File: config.mk
export PLATFORM = sky130hd
export DESIGN_NAME = sasc_top
export DESIGN_NICKNAME = d
export VERILOG_FILES = /design/src/design/sasc_top.v /design/src/design/sasc_sync.v /design/src/design/sasc_fifo.v
export VERILOG_INCLUDE_DIRS = /design/src /design/src/design
export SDC_FILE = /design/constraint.sdc
export NUM_CORES = 1
export LEC_CHECK = 0
export BUFFER_PORTS_ARGS = -buffer_cell sky130_fd_sc_hd__buf_4
export CAP_MARGIN = 5
export CORE_MARGIN = 4
export CORE_UTILIZATION = 62
export CTS_CLUSTER_SIZE = 16
export DETAILED_ROUTE_END_ITERATION = 7
export GPL_TIMING_DRIVEN = 0
export PLACE_DENSITY = 0.88
export REMOVE_ABC_BUFFERS = 1
export SYNTH_ARGS = -nofsm -noshare
export SYNTH_HDL_FRONTEND = slang
export SYNTH_SLANG_ARGS = --single-unit
export TNS_END_PERCENT = 1
File: constraint.sdc
create_clock -name I_CORE_CLK -period 4.7 [get_ports I_CORE_CLK]
set_clock_uncertainty 0.1 [all_clocks]
set_input_delay 0.94 -clock I_CORE_CLK [delete_from_list [all_inputs] [get_ports I_CORE_CLK]]
set_output_delay 0.94 -clock I_CORE_CLK [all_outputs]
set_load 0.01 [all_outputs]
File: src/design/sasc_regs.vh
// constants shared by the serial converter control block
`ifndef SASC_REGS_VH
`define SASC_REGS_VH
`define SASC_DATA_W 14
`define SASC_TAG_W 3
`define SASC_WORD_W 20
`define SASC_BITCNT_W 5
`define SASC_FIFO_DEPTH 16
`define SASC_FIFO_AW 4
`define SASC_PIN_W 13
`define SASC_CLK_PERIOD_NS 100
`define SASC_STEP_TIME_NS 100
`define SASC_PGA_SETTLE_NS 400
`define SASC_STEP_CYC ((`SASC_STEP_TIME_NS + `SASC_CLK_PERIOD_NS - 1) / `SASC_CLK_PERIOD_NS)
`define SASC_SETTLE_CYC ((`SASC_PGA_SETTLE_NS + `SASC_CLK_PERIOD_NS - 1) / `SASC_CLK_PERIOD_NS)
`define SASC_CNT_W 4
`define SASC_MSB_MASK 14'h2000
`define SASC_CHAN_ZERO 3'h0
`define SASC_GAIN_RST 3'h0
`define SASC_PIN_RST 13'h0000
`define SASC_PIN_PD 12
`define SASC_PIN_CS 11
`define SASC_PIN_SCK 10
`define SASC_PIN_SCAN 9
`define SASC_PIN_LPM 8
`define SASC_PIN_G2 7
`define SASC_PIN_G0 5
`define SASC_PIN_S2 4
`define SASC_PIN_S0 2
`define SASC_PIN_BIPOLAR 1
`define SASC_PIN_BYPASS 0
`endif

File: src/design/sasc_top.v
// conversion control, scan sequencer and serial readout of the converter
`timescale 1ns/1ns
`include "sasc_regs.vh"
module sasc_top (
    input wire I_CORE_CLK,
    input wire I_RSTN,
    input wire I_POWER_DOWN_N,
    input wire I_CS_N,
    input wire I_SCK,
    input wire I_SCAN,
    input wire I_LOW_POWER_SELECT,
    input wire I_GAIN_BIT2_OR_BYPASS,
    input wire I_GAIN_BIT1,
    input wire I_GAIN_BIT0,
    input wire I_CHAN_SEL_BIT2,
    input wire I_CHAN_SEL_BIT1,
    input wire I_CHAN_SEL_BIT0,
    input wire I_COMMON_INPUT_FLOATING,
    input wire I_GAIN_AMPLIFIER_BYPASS,
    input wire I_CMP_KEEP,
    output wire O_BUSY,
    output wire O_SDO,
    output wire O_SDO_OE,
    output wire [`SASC_TAG_W-1:0] O_CHAN_ADDR,
    output wire [`SASC_TAG_W-1:0] O_GAIN_CODE,
    output wire [`SASC_DATA_W-1:0] O_DAC_CODE,
    output wire O_TRACK,
    output wire O_CORE_AWAKE,
    output wire O_ANALOG_POWER_ON
);
    localparam [1:0] ST_IDLE = 2'h0;
    localparam [1:0] ST_SETTLE = 2'h1;
    localparam [1:0] ST_STEP = 2'h2;
    localparam [1:0] ST_PUSH = 2'h3;
    localparam integer STEP_CYC_I = `SASC_STEP_CYC;
    localparam integer SETTLE_CYC_I = `SASC_SETTLE_CYC;
    localparam integer WORD_BITS_I = `SASC_WORD_W;
    localparam [`SASC_CNT_W-1:0] STEP_CYC = STEP_CYC_I[`SASC_CNT_W-1:0];
    localparam [`SASC_CNT_W-1:0] SETTLE_CYC = SETTLE_CYC_I[`SASC_CNT_W-1:0];
    localparam [`SASC_CNT_W-1:0] CNT_ONE = 4'h1;
    localparam [`SASC_CNT_W-1:0] CNT_ZERO = 4'h0;
    localparam [`SASC_BITCNT_W-1:0] WORD_BITS = WORD_BITS_I[`SASC_BITCNT_W-1:0];
    localparam [`SASC_BITCNT_W-1:0] BIT_ONE = 5'h01;
    wire [`SASC_PIN_W-1:0] pins_raw;
    wire [`SASC_PIN_W-1:0] pins;
    wire pd_n, cs_n, sck, scan, low_power_select, bipolar, bypass;
    wire [`SASC_TAG_W-1:0] gain_pins;
    wire [`SASC_TAG_W-1:0] chan_pins;
    reg cs_prev_q, sck_prev_q, scan_prev_q;
    wire cs_fall, cs_rise, sck_rise, scan_rise;
    reg [1:0] state_q;
    reg [1:0] state_d;
    reg busy_q, busy_d, push_q, push_d, low_cons_q, low_cons_d, start_flush;
    reg [`SASC_CNT_W-1:0] cnt_q;
    reg [`SASC_CNT_W-1:0] cnt_d;
    reg [`SASC_DATA_W-1:0] dac_q;
    reg [`SASC_DATA_W-1:0] dac_d;
    reg [`SASC_DATA_W-1:0] mask_q;
    reg [`SASC_DATA_W-1:0] mask_d;
    reg [`SASC_WORD_W-1:0] word_q;
    reg [`SASC_WORD_W-1:0] word_d;
    reg [`SASC_DATA_W-1:0] trial_res;
    reg [`SASC_DATA_W-1:0] coded;
    reg [`SASC_TAG_W-1:0] chan_q, gain_q, conv_chan_q, conv_gain_q, seq_q;
    wire fifo_in_ready, fifo_out_valid;
    wire [`SASC_WORD_W-1:0] fifo_out_data;
    reg loaded_q, loaded_d, pop;
    reg [`SASC_WORD_W-1:0] shreg_q;
    reg [`SASC_WORD_W-1:0] shreg_d;
    reg [`SASC_BITCNT_W-1:0] left_q;
    reg [`SASC_BITCNT_W-1:0] left_d;
    reg sdo_q, sdo_oe_q, track_q, apwr_q;
    assign pins_raw = {I_POWER_DOWN_N, I_CS_N, I_SCK, I_SCAN, I_LOW_POWER_SELECT,
                       I_GAIN_BIT2_OR_BYPASS, I_GAIN_BIT1, I_GAIN_BIT0,
                       I_CHAN_SEL_BIT2, I_CHAN_SEL_BIT1, I_CHAN_SEL_BIT0,
                       I_COMMON_INPUT_FLOATING, I_GAIN_AMPLIFIER_BYPASS};
    sasc_sync #(.W(`SASC_PIN_W)) u_sync (
        .i_clk(I_CORE_CLK),
        .i_rst_n(I_RSTN),
        .i_pin(pins_raw),
        .o_level(pins)
    );
    assign pd_n = pins[`SASC_PIN_PD];
    assign cs_n = pins[`SASC_PIN_CS];
    assign sck = pins[`SASC_PIN_SCK];
    assign scan = pins[`SASC_PIN_SCAN];
    assign low_power_select = pins[`SASC_PIN_LPM];
    assign bipolar = pins[`SASC_PIN_BIPOLAR];
    assign bypass = pins[`SASC_PIN_BYPASS];
    assign gain_pins = pins[`SASC_PIN_G2:`SASC_PIN_G0];
    assign chan_pins = pins[`SASC_PIN_S2:`SASC_PIN_S0];
    // edge finders on the synchronised levels
    assign cs_fall = cs_prev_q && !cs_n;
    assign cs_rise = !cs_prev_q && cs_n;
    assign sck_rise = !sck_prev_q && sck;
    assign scan_rise = !scan_prev_q && scan;
    always @(posedge I_CORE_CLK or negedge I_RSTN) begin
        if (!I_RSTN) begin
            cs_prev_q <= 1'b0;
            sck_prev_q <= 1'b0;
            scan_prev_q <= 1'b0;
        end else begin
            cs_prev_q <= cs_n;
            sck_prev_q <= sck;
            scan_prev_q <= scan;
        end
    end
    // channel and gain capture, scan sequencer
    always @(posedge I_CORE_CLK or negedge I_RSTN) begin
        if (!I_RSTN) begin
            chan_q <= `SASC_CHAN_ZERO;
            gain_q <= `SASC_GAIN_RST;
            seq_q <= `SASC_CHAN_ZERO;
        end else begin
            if (scan_rise) begin
                seq_q <= `SASC_CHAN_ZERO;
            end
            if (cs_rise) begin
                gain_q <= gain_pins;
                if (scan) begin
                    chan_q <= scan_rise ? `SASC_CHAN_ZERO : seq_q;
                    seq_q <= (scan_rise ? `SASC_CHAN_ZERO : seq_q) + 3'h1;
                end else begin
                    chan_q <= chan_pins;
                end
            end
        end
    end
    // successive approximation sequencer on the core clock
    always @* begin
        state_d = state_q;
        busy_d = busy_q;
        cnt_d = cnt_q;
        dac_d = dac_q;
        mask_d = mask_q;
        word_d = word_q;
        push_d = push_q;
        low_cons_d = low_cons_q;
        start_flush = 1'b0;
        trial_res = I_CMP_KEEP ? dac_q : (dac_q & ~mask_q);
        coded = bipolar ? {~trial_res[`SASC_DATA_W-1], trial_res[`SASC_DATA_W-2:0]} :
                trial_res;
        if (cs_rise) begin
            low_cons_d = 1'b0;
        end
        case (state_q)
            ST_IDLE: begin
                if (cs_fall) begin
                    busy_d = 1'b1;
                    low_cons_d = 1'b0;
                    start_flush = 1'b1;
                    dac_d = `SASC_MSB_MASK;
                    mask_d = `SASC_MSB_MASK;
                    // bypassed amplifier skips the settle wait
                    if (bypass) begin
                        cnt_d = STEP_CYC;
                        state_d = ST_STEP;
                    end else begin
                        cnt_d = SETTLE_CYC;
                        state_d = ST_SETTLE;
                    end
                end
            end
            ST_SETTLE: begin
                if (cnt_q == CNT_ONE) begin
                    cnt_d = STEP_CYC;
                    state_d = ST_STEP;
                end else begin
                    cnt_d = cnt_q - CNT_ONE;
                end
            end
            ST_STEP: begin
                if (cnt_q == CNT_ONE) begin
                    cnt_d = STEP_CYC;
                    if (mask_q[0]) begin
                        word_d = {coded, conv_chan_q, conv_gain_q};
                        push_d = 1'b1;
                        state_d = ST_PUSH;
                    end else begin
                        dac_d = trial_res | (mask_q >> 1);
                        mask_d = mask_q >> 1;
                    end
                end else begin
                    cnt_d = cnt_q - CNT_ONE;
                end
            end
            ST_PUSH: begin
                if (fifo_in_ready) begin
                    push_d = 1'b0;
                    busy_d = 1'b0;
                    low_cons_d = 1'b1;
                    state_d = ST_IDLE;
                end
            end
            default: begin
                state_d = ST_IDLE;
                busy_d = 1'b0;
                push_d = 1'b0;
            end
        endcase
        if (!pd_n) begin
            state_d = ST_IDLE;
            busy_d = 1'b0;
            push_d = 1'b0;
            low_cons_d = 1'b1;
        end
    end
    always @(posedge I_CORE_CLK or negedge I_RSTN) begin
        if (!I_RSTN) begin
            state_q <= ST_IDLE;
            busy_q <= 1'b0;
            cnt_q <= CNT_ZERO;
            dac_q <= {`SASC_DATA_W{1'b0}};
            mask_q <= {`SASC_DATA_W{1'b0}};
            word_q <= {`SASC_WORD_W{1'b0}};
            push_q <= 1'b0;
            low_cons_q <= 1'b1;
            conv_chan_q <= `SASC_CHAN_ZERO;
            conv_gain_q <= `SASC_GAIN_RST;
        end else begin
            state_q <= state_d;
            busy_q <= busy_d;
            cnt_q <= cnt_d;
            dac_q <= dac_d;
            mask_q <= mask_d;
            word_q <= word_d;
            push_q <= push_d;
            low_cons_q <= low_cons_d;
            if (start_flush) begin
                conv_chan_q <= chan_q;
                conv_gain_q <= gain_q;
            end
        end
    end
    sasc_fifo #(.W(`SASC_WORD_W), .DEPTH(`SASC_FIFO_DEPTH), .AW(`SASC_FIFO_AW)) u_fifo (
        .i_clk(I_CORE_CLK),
        .i_rst_n(I_RSTN),
        .i_flush(start_flush),
        .i_in_valid(push_q),
        .o_in_ready(fifo_in_ready),
        .i_in_data(word_q),
        .o_out_valid(fifo_out_valid),
        .i_out_ready(pop),
        .o_out_data(fifo_out_data)
    );
    // serial shifter, fed from the fifo
    always @* begin
        loaded_d = loaded_q;
        shreg_d = shreg_q;
        left_d = left_q;
        pop = 1'b0;
        if (start_flush || !pd_n) begin
            loaded_d = 1'b0;
            shreg_d = {`SASC_WORD_W{1'b0}};
            left_d = {`SASC_BITCNT_W{1'b0}};
        end else if (!loaded_q) begin
            if (fifo_out_valid) begin
                pop = 1'b1;
                loaded_d = 1'b1;
                shreg_d = fifo_out_data;
                left_d = WORD_BITS;
            end
        end else if (sck_rise && !cs_n && !busy_q) begin
            shreg_d = {shreg_q[`SASC_WORD_W-2:0], 1'b0};
            left_d = left_q - BIT_ONE;
            if (left_q == BIT_ONE) begin
                loaded_d = 1'b0;
            end
        end
    end
    always @(posedge I_CORE_CLK or negedge I_RSTN) begin
        if (!I_RSTN) begin
            loaded_q <= 1'b0;
            shreg_q <= {`SASC_WORD_W{1'b0}};
            left_q <= {`SASC_BITCNT_W{1'b0}};
            sdo_q <= 1'b0;
            sdo_oe_q <= 1'b0;
            track_q <= 1'b0;
            apwr_q <= 1'b0;
        end else begin
            loaded_q <= loaded_d;
            shreg_q <= shreg_d;
            left_q <= left_d;
            sdo_q <= shreg_d[`SASC_WORD_W-1];
            sdo_oe_q <= !cs_n && pd_n;
            track_q <= cs_n && pd_n && !busy_d;
            // low-power mode powers the analog section only for acquisition and conversion
            if (!pd_n) begin
                apwr_q <= 1'b0;
            end else if (low_power_select) begin
                apwr_q <= cs_n || busy_d;
            end else begin
                apwr_q <= 1'b1;
            end
        end
    end
    assign O_BUSY = busy_q;
    assign O_SDO = sdo_q;
    assign O_SDO_OE = sdo_oe_q;
    assign O_CHAN_ADDR = chan_q;
    assign O_GAIN_CODE = gain_q;
    assign O_DAC_CODE = dac_q;
    assign O_TRACK = track_q;
    assign O_CORE_AWAKE = !low_cons_q;
    assign O_ANALOG_POWER_ON = apwr_q;
endmodule // sasc_top

File: src/design/sasc_sync.v
// three-stage pin synchroniser, a change counts once stages two and three agree
`timescale 1ns/1ns
module sasc_sync #(
    parameter W = 1
) (
    input wire i_clk,
    input wire i_rst_n,
    input wire [W-1:0] i_pin,
    output wire [W-1:0] o_level
);
    reg [W-1:0] ff1_q;
    reg [W-1:0] ff2_q;
    reg [W-1:0] ff3_q;
    reg [W-1:0] out_q;
    genvar g;
    generate
        for (g = 0; g < W; g = g + 1) begin : g_bit
            always @(posedge i_clk or negedge i_rst_n) begin
                if (!i_rst_n) begin
                    ff1_q[g] <= 1'b0;
                    ff2_q[g] <= 1'b0;
                    ff3_q[g] <= 1'b0;
                    out_q[g] <= 1'b0;
                end else begin
                    ff1_q[g] <= i_pin[g];
                    ff2_q[g] <= ff1_q[g];
                    ff3_q[g] <= ff2_q[g];
                    if (ff2_q[g] == ff3_q[g]) begin
                        out_q[g] <= ff3_q[g];
                    end
                end
            end
        end
    endgenerate
    assign o_level = out_q;
endmodule // sasc_sync

File: src/design/sasc_fifo.v
// result word fifo with valid and ready on both sides
`timescale 1ns/1ns
module sasc_fifo #(
    parameter W = 20,
    parameter DEPTH = 16,
    parameter AW = 4
) (
    input wire i_clk,
    input wire i_rst_n,
    input wire i_flush,
    input wire i_in_valid,
    output wire o_in_ready,
    input wire [W-1:0] i_in_data,
    output wire o_out_valid,
    input wire i_out_ready,
    output wire [W-1:0] o_out_data
);
    reg [W-1:0] mem_q [0:DEPTH-1];
    reg [AW:0] wr_q;
    reg [AW:0] rd_q;
    wire empty;
    wire full;
    wire push;
    wire pop;
    assign empty = (wr_q == rd_q);
    assign full = (wr_q[AW] != rd_q[AW]) && (wr_q[AW-1:0] == rd_q[AW-1:0]);
    assign o_in_ready = !full;
    assign o_out_valid = !empty;
    assign push = i_in_valid && !full;
    assign pop = i_out_ready && !empty;
    assign o_out_data = mem_q[rd_q[AW-1:0]];
    always @(posedge i_clk) begin
        if (push) begin
            mem_q[wr_q[AW-1:0]] <= i_in_data;
        end
    end
    always @(posedge i_clk or negedge i_rst_n) begin
        if (!i_rst_n) begin
            wr_q <= {(AW+1){1'b0}};
            rd_q <= {(AW+1){1'b0}};
        end else if (i_flush) begin
            wr_q <= {(AW+1){1'b0}};
            rd_q <= {(AW+1){1'b0}};
        end else begin
            if (push) begin
                wr_q <= wr_q + {{AW{1'b0}}, 1'b1};
            end
            if (pop) begin
                rd_q <= rd_q + {{AW{1'b0}}, 1'b1};
            end
        end
    end
endmodule // sasc_fifo

Word level (Yosys, flattened, before mapping)
Memories as Yosys holds them, arrays and structs flattened.
Index checks and enable logic that the tools add are counted.
{ "op_classes": {"n_mux": 64, "reduce_logical": 37, "addsub": 5, "n_bitwise": 4, "n_eq_ne": 32} }
{ "op_table": {"columns": ["op", "n"], "rows": [
  ["$mux W14", 7],
  ["$mux W20", 4],
  ["$pmux W14 S2", 2],
  ["$mux W5", 8],
  ["$mux W1", 24],
  ["$ne A3 B3 Y1 const B", 7],
  ["$mux W3", 5],
  ["$and A14 B14 Y14", 1],
  ["$mux W2", 7],
  ["$not A14 Y14", 1],
  ["$or A14 B13 Y14", 1],
  ["$eq A1 B1 Y1", 13],
  ["$logic_and A1 B1 Y1", 12],
  ["$add A5 B1 Y5 const B", 2],
  ["$logic_not A1 Y1", 10],
  ["$mux W4", 2],
  ["$pmux W2 S4", 1],
  ["$pmux W4 S2", 1],
  ["$reduce_and A4 Y1", 2],
  ["$reduce_bool A2 Y1", 4],
  ["$ne A2 B2 Y1 const B", 3],
  ["$pmux W1 S2", 3],
  ["$reduce_and A3 Y1", 2],
  ["$eq A5 B1 Y1 const B", 1],
  ["16 further kinds", 19]
]} }
{ "word_totals": {"output_inout_bits": 26, "regBits": 166, "memories": 1, "mem_bits_rw": 320, "elab_cells": 221} }
{ "mem_list": {"columns": ["memory", "words", "width", "rd", "rd_clocked_by_memory_dff", "wr", "line", "source"], "rows": [
  ["u_fifo.mem_q", 16, 20, 1, 0, 1, "sasc_fifo.v:18", "reg [W-1:0] mem_q [0:DEPTH-1];"]
]} }

Logic depth before layout (Yosys ltp)
{ "logic_depth": {"word_depth": 9, "depth_mapped": 10, "depth_no_buf": 7} }

By module
Synthesis repeated with hierarchy kept, for this count alone.
{ "hier_totals": {"hier_cells": 1199, "hier_area_um2": 19327.3} }
{ "modules_own_cells": {"columns": ["module", "seq_area_each_um2", "area_each_um2", "n_inst", "cells_per_inst"], "rows": [
  ["sasc_fifo", 9859.5, 13073.8, 1, 675],
  ["sasc_top", 2603.7, 4805.9, 1, 459],
  ["sasc_sync", 1301.2, 1447.6, 1, 65]
]} }

Worst setup path before layout
No wires, ideal clock.
{ "synth_timing": {"path_kind": "register -> register", "start": "reg u_fifo.rd_q[0]", "end": "mem u_fifo.mem_q[0][0], enable pin", "period_less_slack_ps": 3298, "path_buffers": 2, "slack_ps": 1402, "stages_incl_launch_ff": 8, "t_arrival_ps": 2776, "required_time_ps": 4178, "path_cell_list": "dfrtp_1 -> buf_4 -> xnor2_1 -> and4_1 -> buf_4 -> a21boi_2 -> nand2_1 -> nor3_1"} }
{ "synth_via": {"elab_chain_len": 6} }
{ "synth_lines": {"columns": ["item", "line", "source"], "rows": [
  ["start: declaration", "sasc_fifo.v:20", "reg [AW:0] rd_q;"],
  ["start signal: assignment", "sasc_fifo.v:40", "rd_q <= {(AW+1){1'b0}};"],
  ["start signal: assignment", "sasc_fifo.v:43", "rd_q <= {(AW+1){1'b0}};"],
  ["start signal: assignment", "sasc_fifo.v:49", "rd_q <= rd_q + {{AW{1'b0}}, 1'b1};"],
  ["$eq A4 B4 Y1", "sasc_fifo.v:26", "assign full = (wr_q[AW] != rd_q[AW]) && (wr_q[AW-1:0] == rd_q[AW-1:0]);"],
  ["$logic_and A1 B1 Y1", "sasc_fifo.v:26", null],
  ["$logic_not A1 Y1", null, null],
  ["$logic_and A1 B1 Y1", "sasc_fifo.v:29", "assign push = i_in_valid && !full;"],
  ["$mux W1", "sasc_fifo.v:33", "if (push) begin"],
  ["$mux W1 (not written as such)", "sasc_fifo.v:34", "mem_q[wr_q[AW-1:0]] <= i_in_data;"],
  ["end: declaration", "sasc_fifo.v:18", null]
]} }
No other way between the ends.

Worst setup path in the final report
{ "layout_timing": {"start": "reg u_fifo.rd_q[3]", "end": "mem u_fifo.mem_q[1][6], enable pin"} }
Same word-level chain as after synthesis.

==> Implementation_results.wiki <==
{| class="wikitable"
! Metric !! Value
|-
| Leading cell types in the layout, fill and taps excluded || edfxtp_1 (320), dfrtp_1 (162), nand2_1 (75)
|-
| CTS clock-pin slew for the worst setup and hold paths || 0.07 ns
|-
| Clk buf depth || 3
|-
| Slowest stage cell on the critical path || dfrtp_1
|-
| Post-synth EDFFs || 320
|-
| Arrival time at the worst endpoint || 4.28 ns
|-
| Primary FF master, synth || edfxtp_1
|-
| Largest net degree at the start of global routing || 96
|-
| Number of vias per cell after detailed routing || 7.02
|-
| Syn Inst Count || 1129
|-
| PwrDens || 423 nW/µm²
|-
| Die Wd || 183 µm
|-
| Endpoint required time on the critical path || 4.84 ns
|-
| Die boundary height || 183 µm
|-
| Peak supply drop || 0.425 mV
|-
| Number of buffers inserted by port buffering || 41
|-
| Fraction of the yosys area taken by sequential cells || 72.6%
|-
| Number of design rule violations left after detail routing || 0
|-
| Core utilization of the finished layout || 72.0%
|-
| Cell count of the worst reg-to-reg path || 6
|-
| Core ar. || 29900 µm²
|-
| Leakage component of the power || 0.00841 µW
|-
| Global route total overflow || 0
|-
| Count of different cell masters after synthesis || 59
|-
| Post-route minimum period || 4.14 ns
|-
| Number of global-route vias before repair || 11500
|-
| Crit-path max cell delay || 1.29 ns
|-
| Critical Path Start Type || flop
|-
| Number of synthesized register bits || 486
|-
| Final number of max-transition violations || 0
|-
| Synth area leaders || edfxtp_1 (51%), dfrtp_1 (22%), mux4_2 (6.9%)
|-
| Global placer's final weighted congestion || 0.767
|-
| Antenna diode instance count || 0
|-
| Worst reg2reg path endpoint || u_fifo.mem_q[1][6]
|-
| Total clock buffers created by CTS || 44
|-
| Remaining antenna violation count || 0
|-
| Class of the tightest hold or removal check || input pin to async pin
|-
| CTS Root Cell || clkbuf_16
|-
| Fraction of layout instances using a drive strength above 1 || 18.9%
|-
| Final-layout worst hold slack || 0.239 ns
|-
| Skew-Pair Late Insertion Delay || 0.56 ns
|-
| Worst relative slew slack || 5.45%
|-
| Worst reg2reg startpoint || u_fifo.rd_q[3]
|-
| Initial antenna violation count || 0
|-
| Post-synthesis cell area || 19000 µm²
|-
| H-Tree Level Count || 2
|-
| Placed cell count || 1525
|-
| Mapped Avg Cell Area || 16.8 µm²
|-
| Most frequent standard cell in the layout excluding fill and tap cells || edfxtp_1
|-
| Number of detailed-routing iterations run before antenna repair || 5
|-
| Largest fanout on the critical path || 27
|-
| Final cell count without fillers || 1606
|-
| Biggest area consumer among synthesized cells || edfxtp_1
|-
| Resize count post-CTS || 0
|-
| Hold Buf Count CTS || 0
|-
| Final hold vios || 0
|-
| Setup repair after global routing missed its margin || false
|-
| Number of clock sinks || 486
|-
| List of cells traversed by the critical path || xnor2_2 -> and4_1 -> a21boi_2 -> nand2_1 -> nor3_2 -> buf_6
|-
| Net count of the finished layout || 1211
|-
| Fmax || 242 MHz
|-
| Average detailed-routed wire length per instance || 29.1 µm
|-
| Count of max-cap constraint violations || 0
|-
| Final worst-path cycle share || 88.1%
|-
| TritonCTS clock tree || built
|-
| Total Power || 9090 µW
|-
| Total Routed Length || 46700 µm
|-
| All-layer global routing usage || 28.2%
|-
| Async set-reset flop share out of synthesis || 34.2%
|-
| Worst reg-to-reg setup slack || 0.56 ns
|-
| Core Rows || 63
|-
| Sort of element at the end of the critical path || flop
|-
| Number of filler cells placed in the layout || 1511
|-
| Routed vias || 11300
|-
| Yosys warning total || 0
|-
| Initial DRC Count || 1474
|-
| Status || finished clean
|-
| Half-perimeter wire length after detailed placement || 24900 µm
|-
| Die footprint || 33400 µm²
|-
| Starting density of the core || 63.5%
|-
| Layout overhead on the synthesized area || 13.5%
|-
| Post-synth top area share || 50.7%
|-
| Critical path start-end classification || flop to flop
|-
| Finish-stage setup viols || 0
|-
| Post-CTS Setup Inserts || 0
|-
| Global-route wire length before repair || 71100 µm
|-
| Worst-margin pin slew || 1.42 ns
|-
| Top-level I/O count || 42
|}
==> synthesized netlist by cell type (all sizes together), types with 2 or more instances <==
| master | number |
|---|---|
| a211oi | 3 |
| a21boi | 2 |
| a21o | 3 |
| a21oi | 30 |
| a221oi | 3 |
| a22o | 25 |
| a311oi | 2 |
| a31oi | 3 |
| a32o | 19 |
| and2 | 6 |
| buf | 33 |
| clkbuf | 27 |
| dfrtp | 165 |
| edfxtp | 320 |
| ha | 14 |
| inv | 28 |
| maj3 | 13 |
| mux2 | 8 |
| mux2i | 69 |
| mux4 | 58 |
| nand2 | 75 |
| nand2b | 31 |
| nand3 | 9 |
| nand3b | 4 |
| nand4 | 5 |
| nor2 | 31 |
| nor2b | 4 |
| nor3 | 10 |
| nor4b | 2 |
| o21a | 2 |
| o21ai | 68 |
| o221ai | 18 |
| o22ai | 5 |
| o2bb2ai | 4 |
| o311ai | 2 |
| xnor2 | 11 |
| xor2 | 3 |
==> critical path: cells and delay by family, from the launching register on <==
family | cells | cell delay [ns]
flip-flops | 1 | 1.29
AO/OA/AOI/OAI | 1 | 0.42
XOR/XNOR | 1 | 0.21
buffers and inverters | 1 | 0.27
AND/OR/NAND/NOR | 3 | 1.53
==> sequential cells by signal, indices dropped and copies added (netlist names), 13 cells and up <==
name and cells:
mask_q 14, u_sync.ff2_q 13, O_DAC_CODE 14, u_sync.ff3_q 13, shreg_q 20, u_sync.ff1_q 13, u_fifo.mem_q 320, word_q 20
u_sync.o_level 13
==> logic make-up (layout without fill, tap and decap cells) <==
group,Yosys count,count (layout),synth area share (%)
multiplexers,135,135,11.0
XOR/XNOR,14,14,0.766
flip-flops,486,486,72.6
AO/OA/AOI/OAI,196,196,7.17
adder cells (fa/ha/maj),27,27,1.61
buffers and inverters,88,175,2.11
AND/OR/NAND/NOR,183,183,4.74
==> layout make-up <==
| cell class | instances | area, µm² | area share, % |
|---|---|---|---|
| repair buffers | 66 | 820 | 3.81 |
| clock buffers | 58 | 1250 | 5.81 |
| multi-input cells | 555 | 4870 | 22.7 |
| well taps | 390 | 488 | 2.27 |
| flip-flops and latches | 486 | 13800 | 64.0 |
| clock inverters | 23 | 204 | 0.948 |
| inverters | 28 | 105 | 0.489 |
==> through the flow <==
step	setup slack, ns	area [µm²]	TNS, ns
2_1_floorplan	-0.968	18700	-148.93
6_report	0.560	21500	0
4_1_cts	0.759	21500	0
5_1_grt	0.560	21500	0
3_5_place_dp	0.947	20100	0
3_3_place_gp	-3.81	19500	-913.22
==> power by group <==
group / internal (µW) / total (µW) / leakage [µW] / switching [µW]
sequential: 4650 / 4750 / 0.00582 / 104
clock: 2050 / 3620 / 0.000714 / 1570
combinational: 244 / 720 / 0.00188 / 476
total: 6940 / 9090 / 0.00841 / 2150
==> per-layer routing <==
metal | part of all wire [%] | global-route usage [%] | vias up
li1 | - | - | 4460
met1 | 35 | 39.2 | 5645
met2 | 49 | 45.8 | 996
met3 | 11 | 5.32 | 180
met4 | 4.1 | 10.4 | 0
met5 | 0 | 0 | -
==> how the worst max path moves through the flow <==
stage,end,cells past startpoint,slack [ns],from
floorplan,u_fifo.mem_q[0][0],5,-0.97,u_fifo.rd_q[0]
global placement,u_fifo.mem_q[1][14],5,-3.81,u_fifo.rd_q[0]
finish,u_fifo.mem_q[1][6],6,0.56,u_fifo.rd_q[3]
global route,u_fifo.mem_q[1][6],6,0.56,u_fifo.rd_q[3]
CTS,u_fifo.mem_q[1][6],6,0.76,u_fifo.rd_q[3]
detailed placement,u_fifo.mem_q[1][13],6,0.95,u_fifo.rd_q[3]
Power figures use the tool's default switching activity.
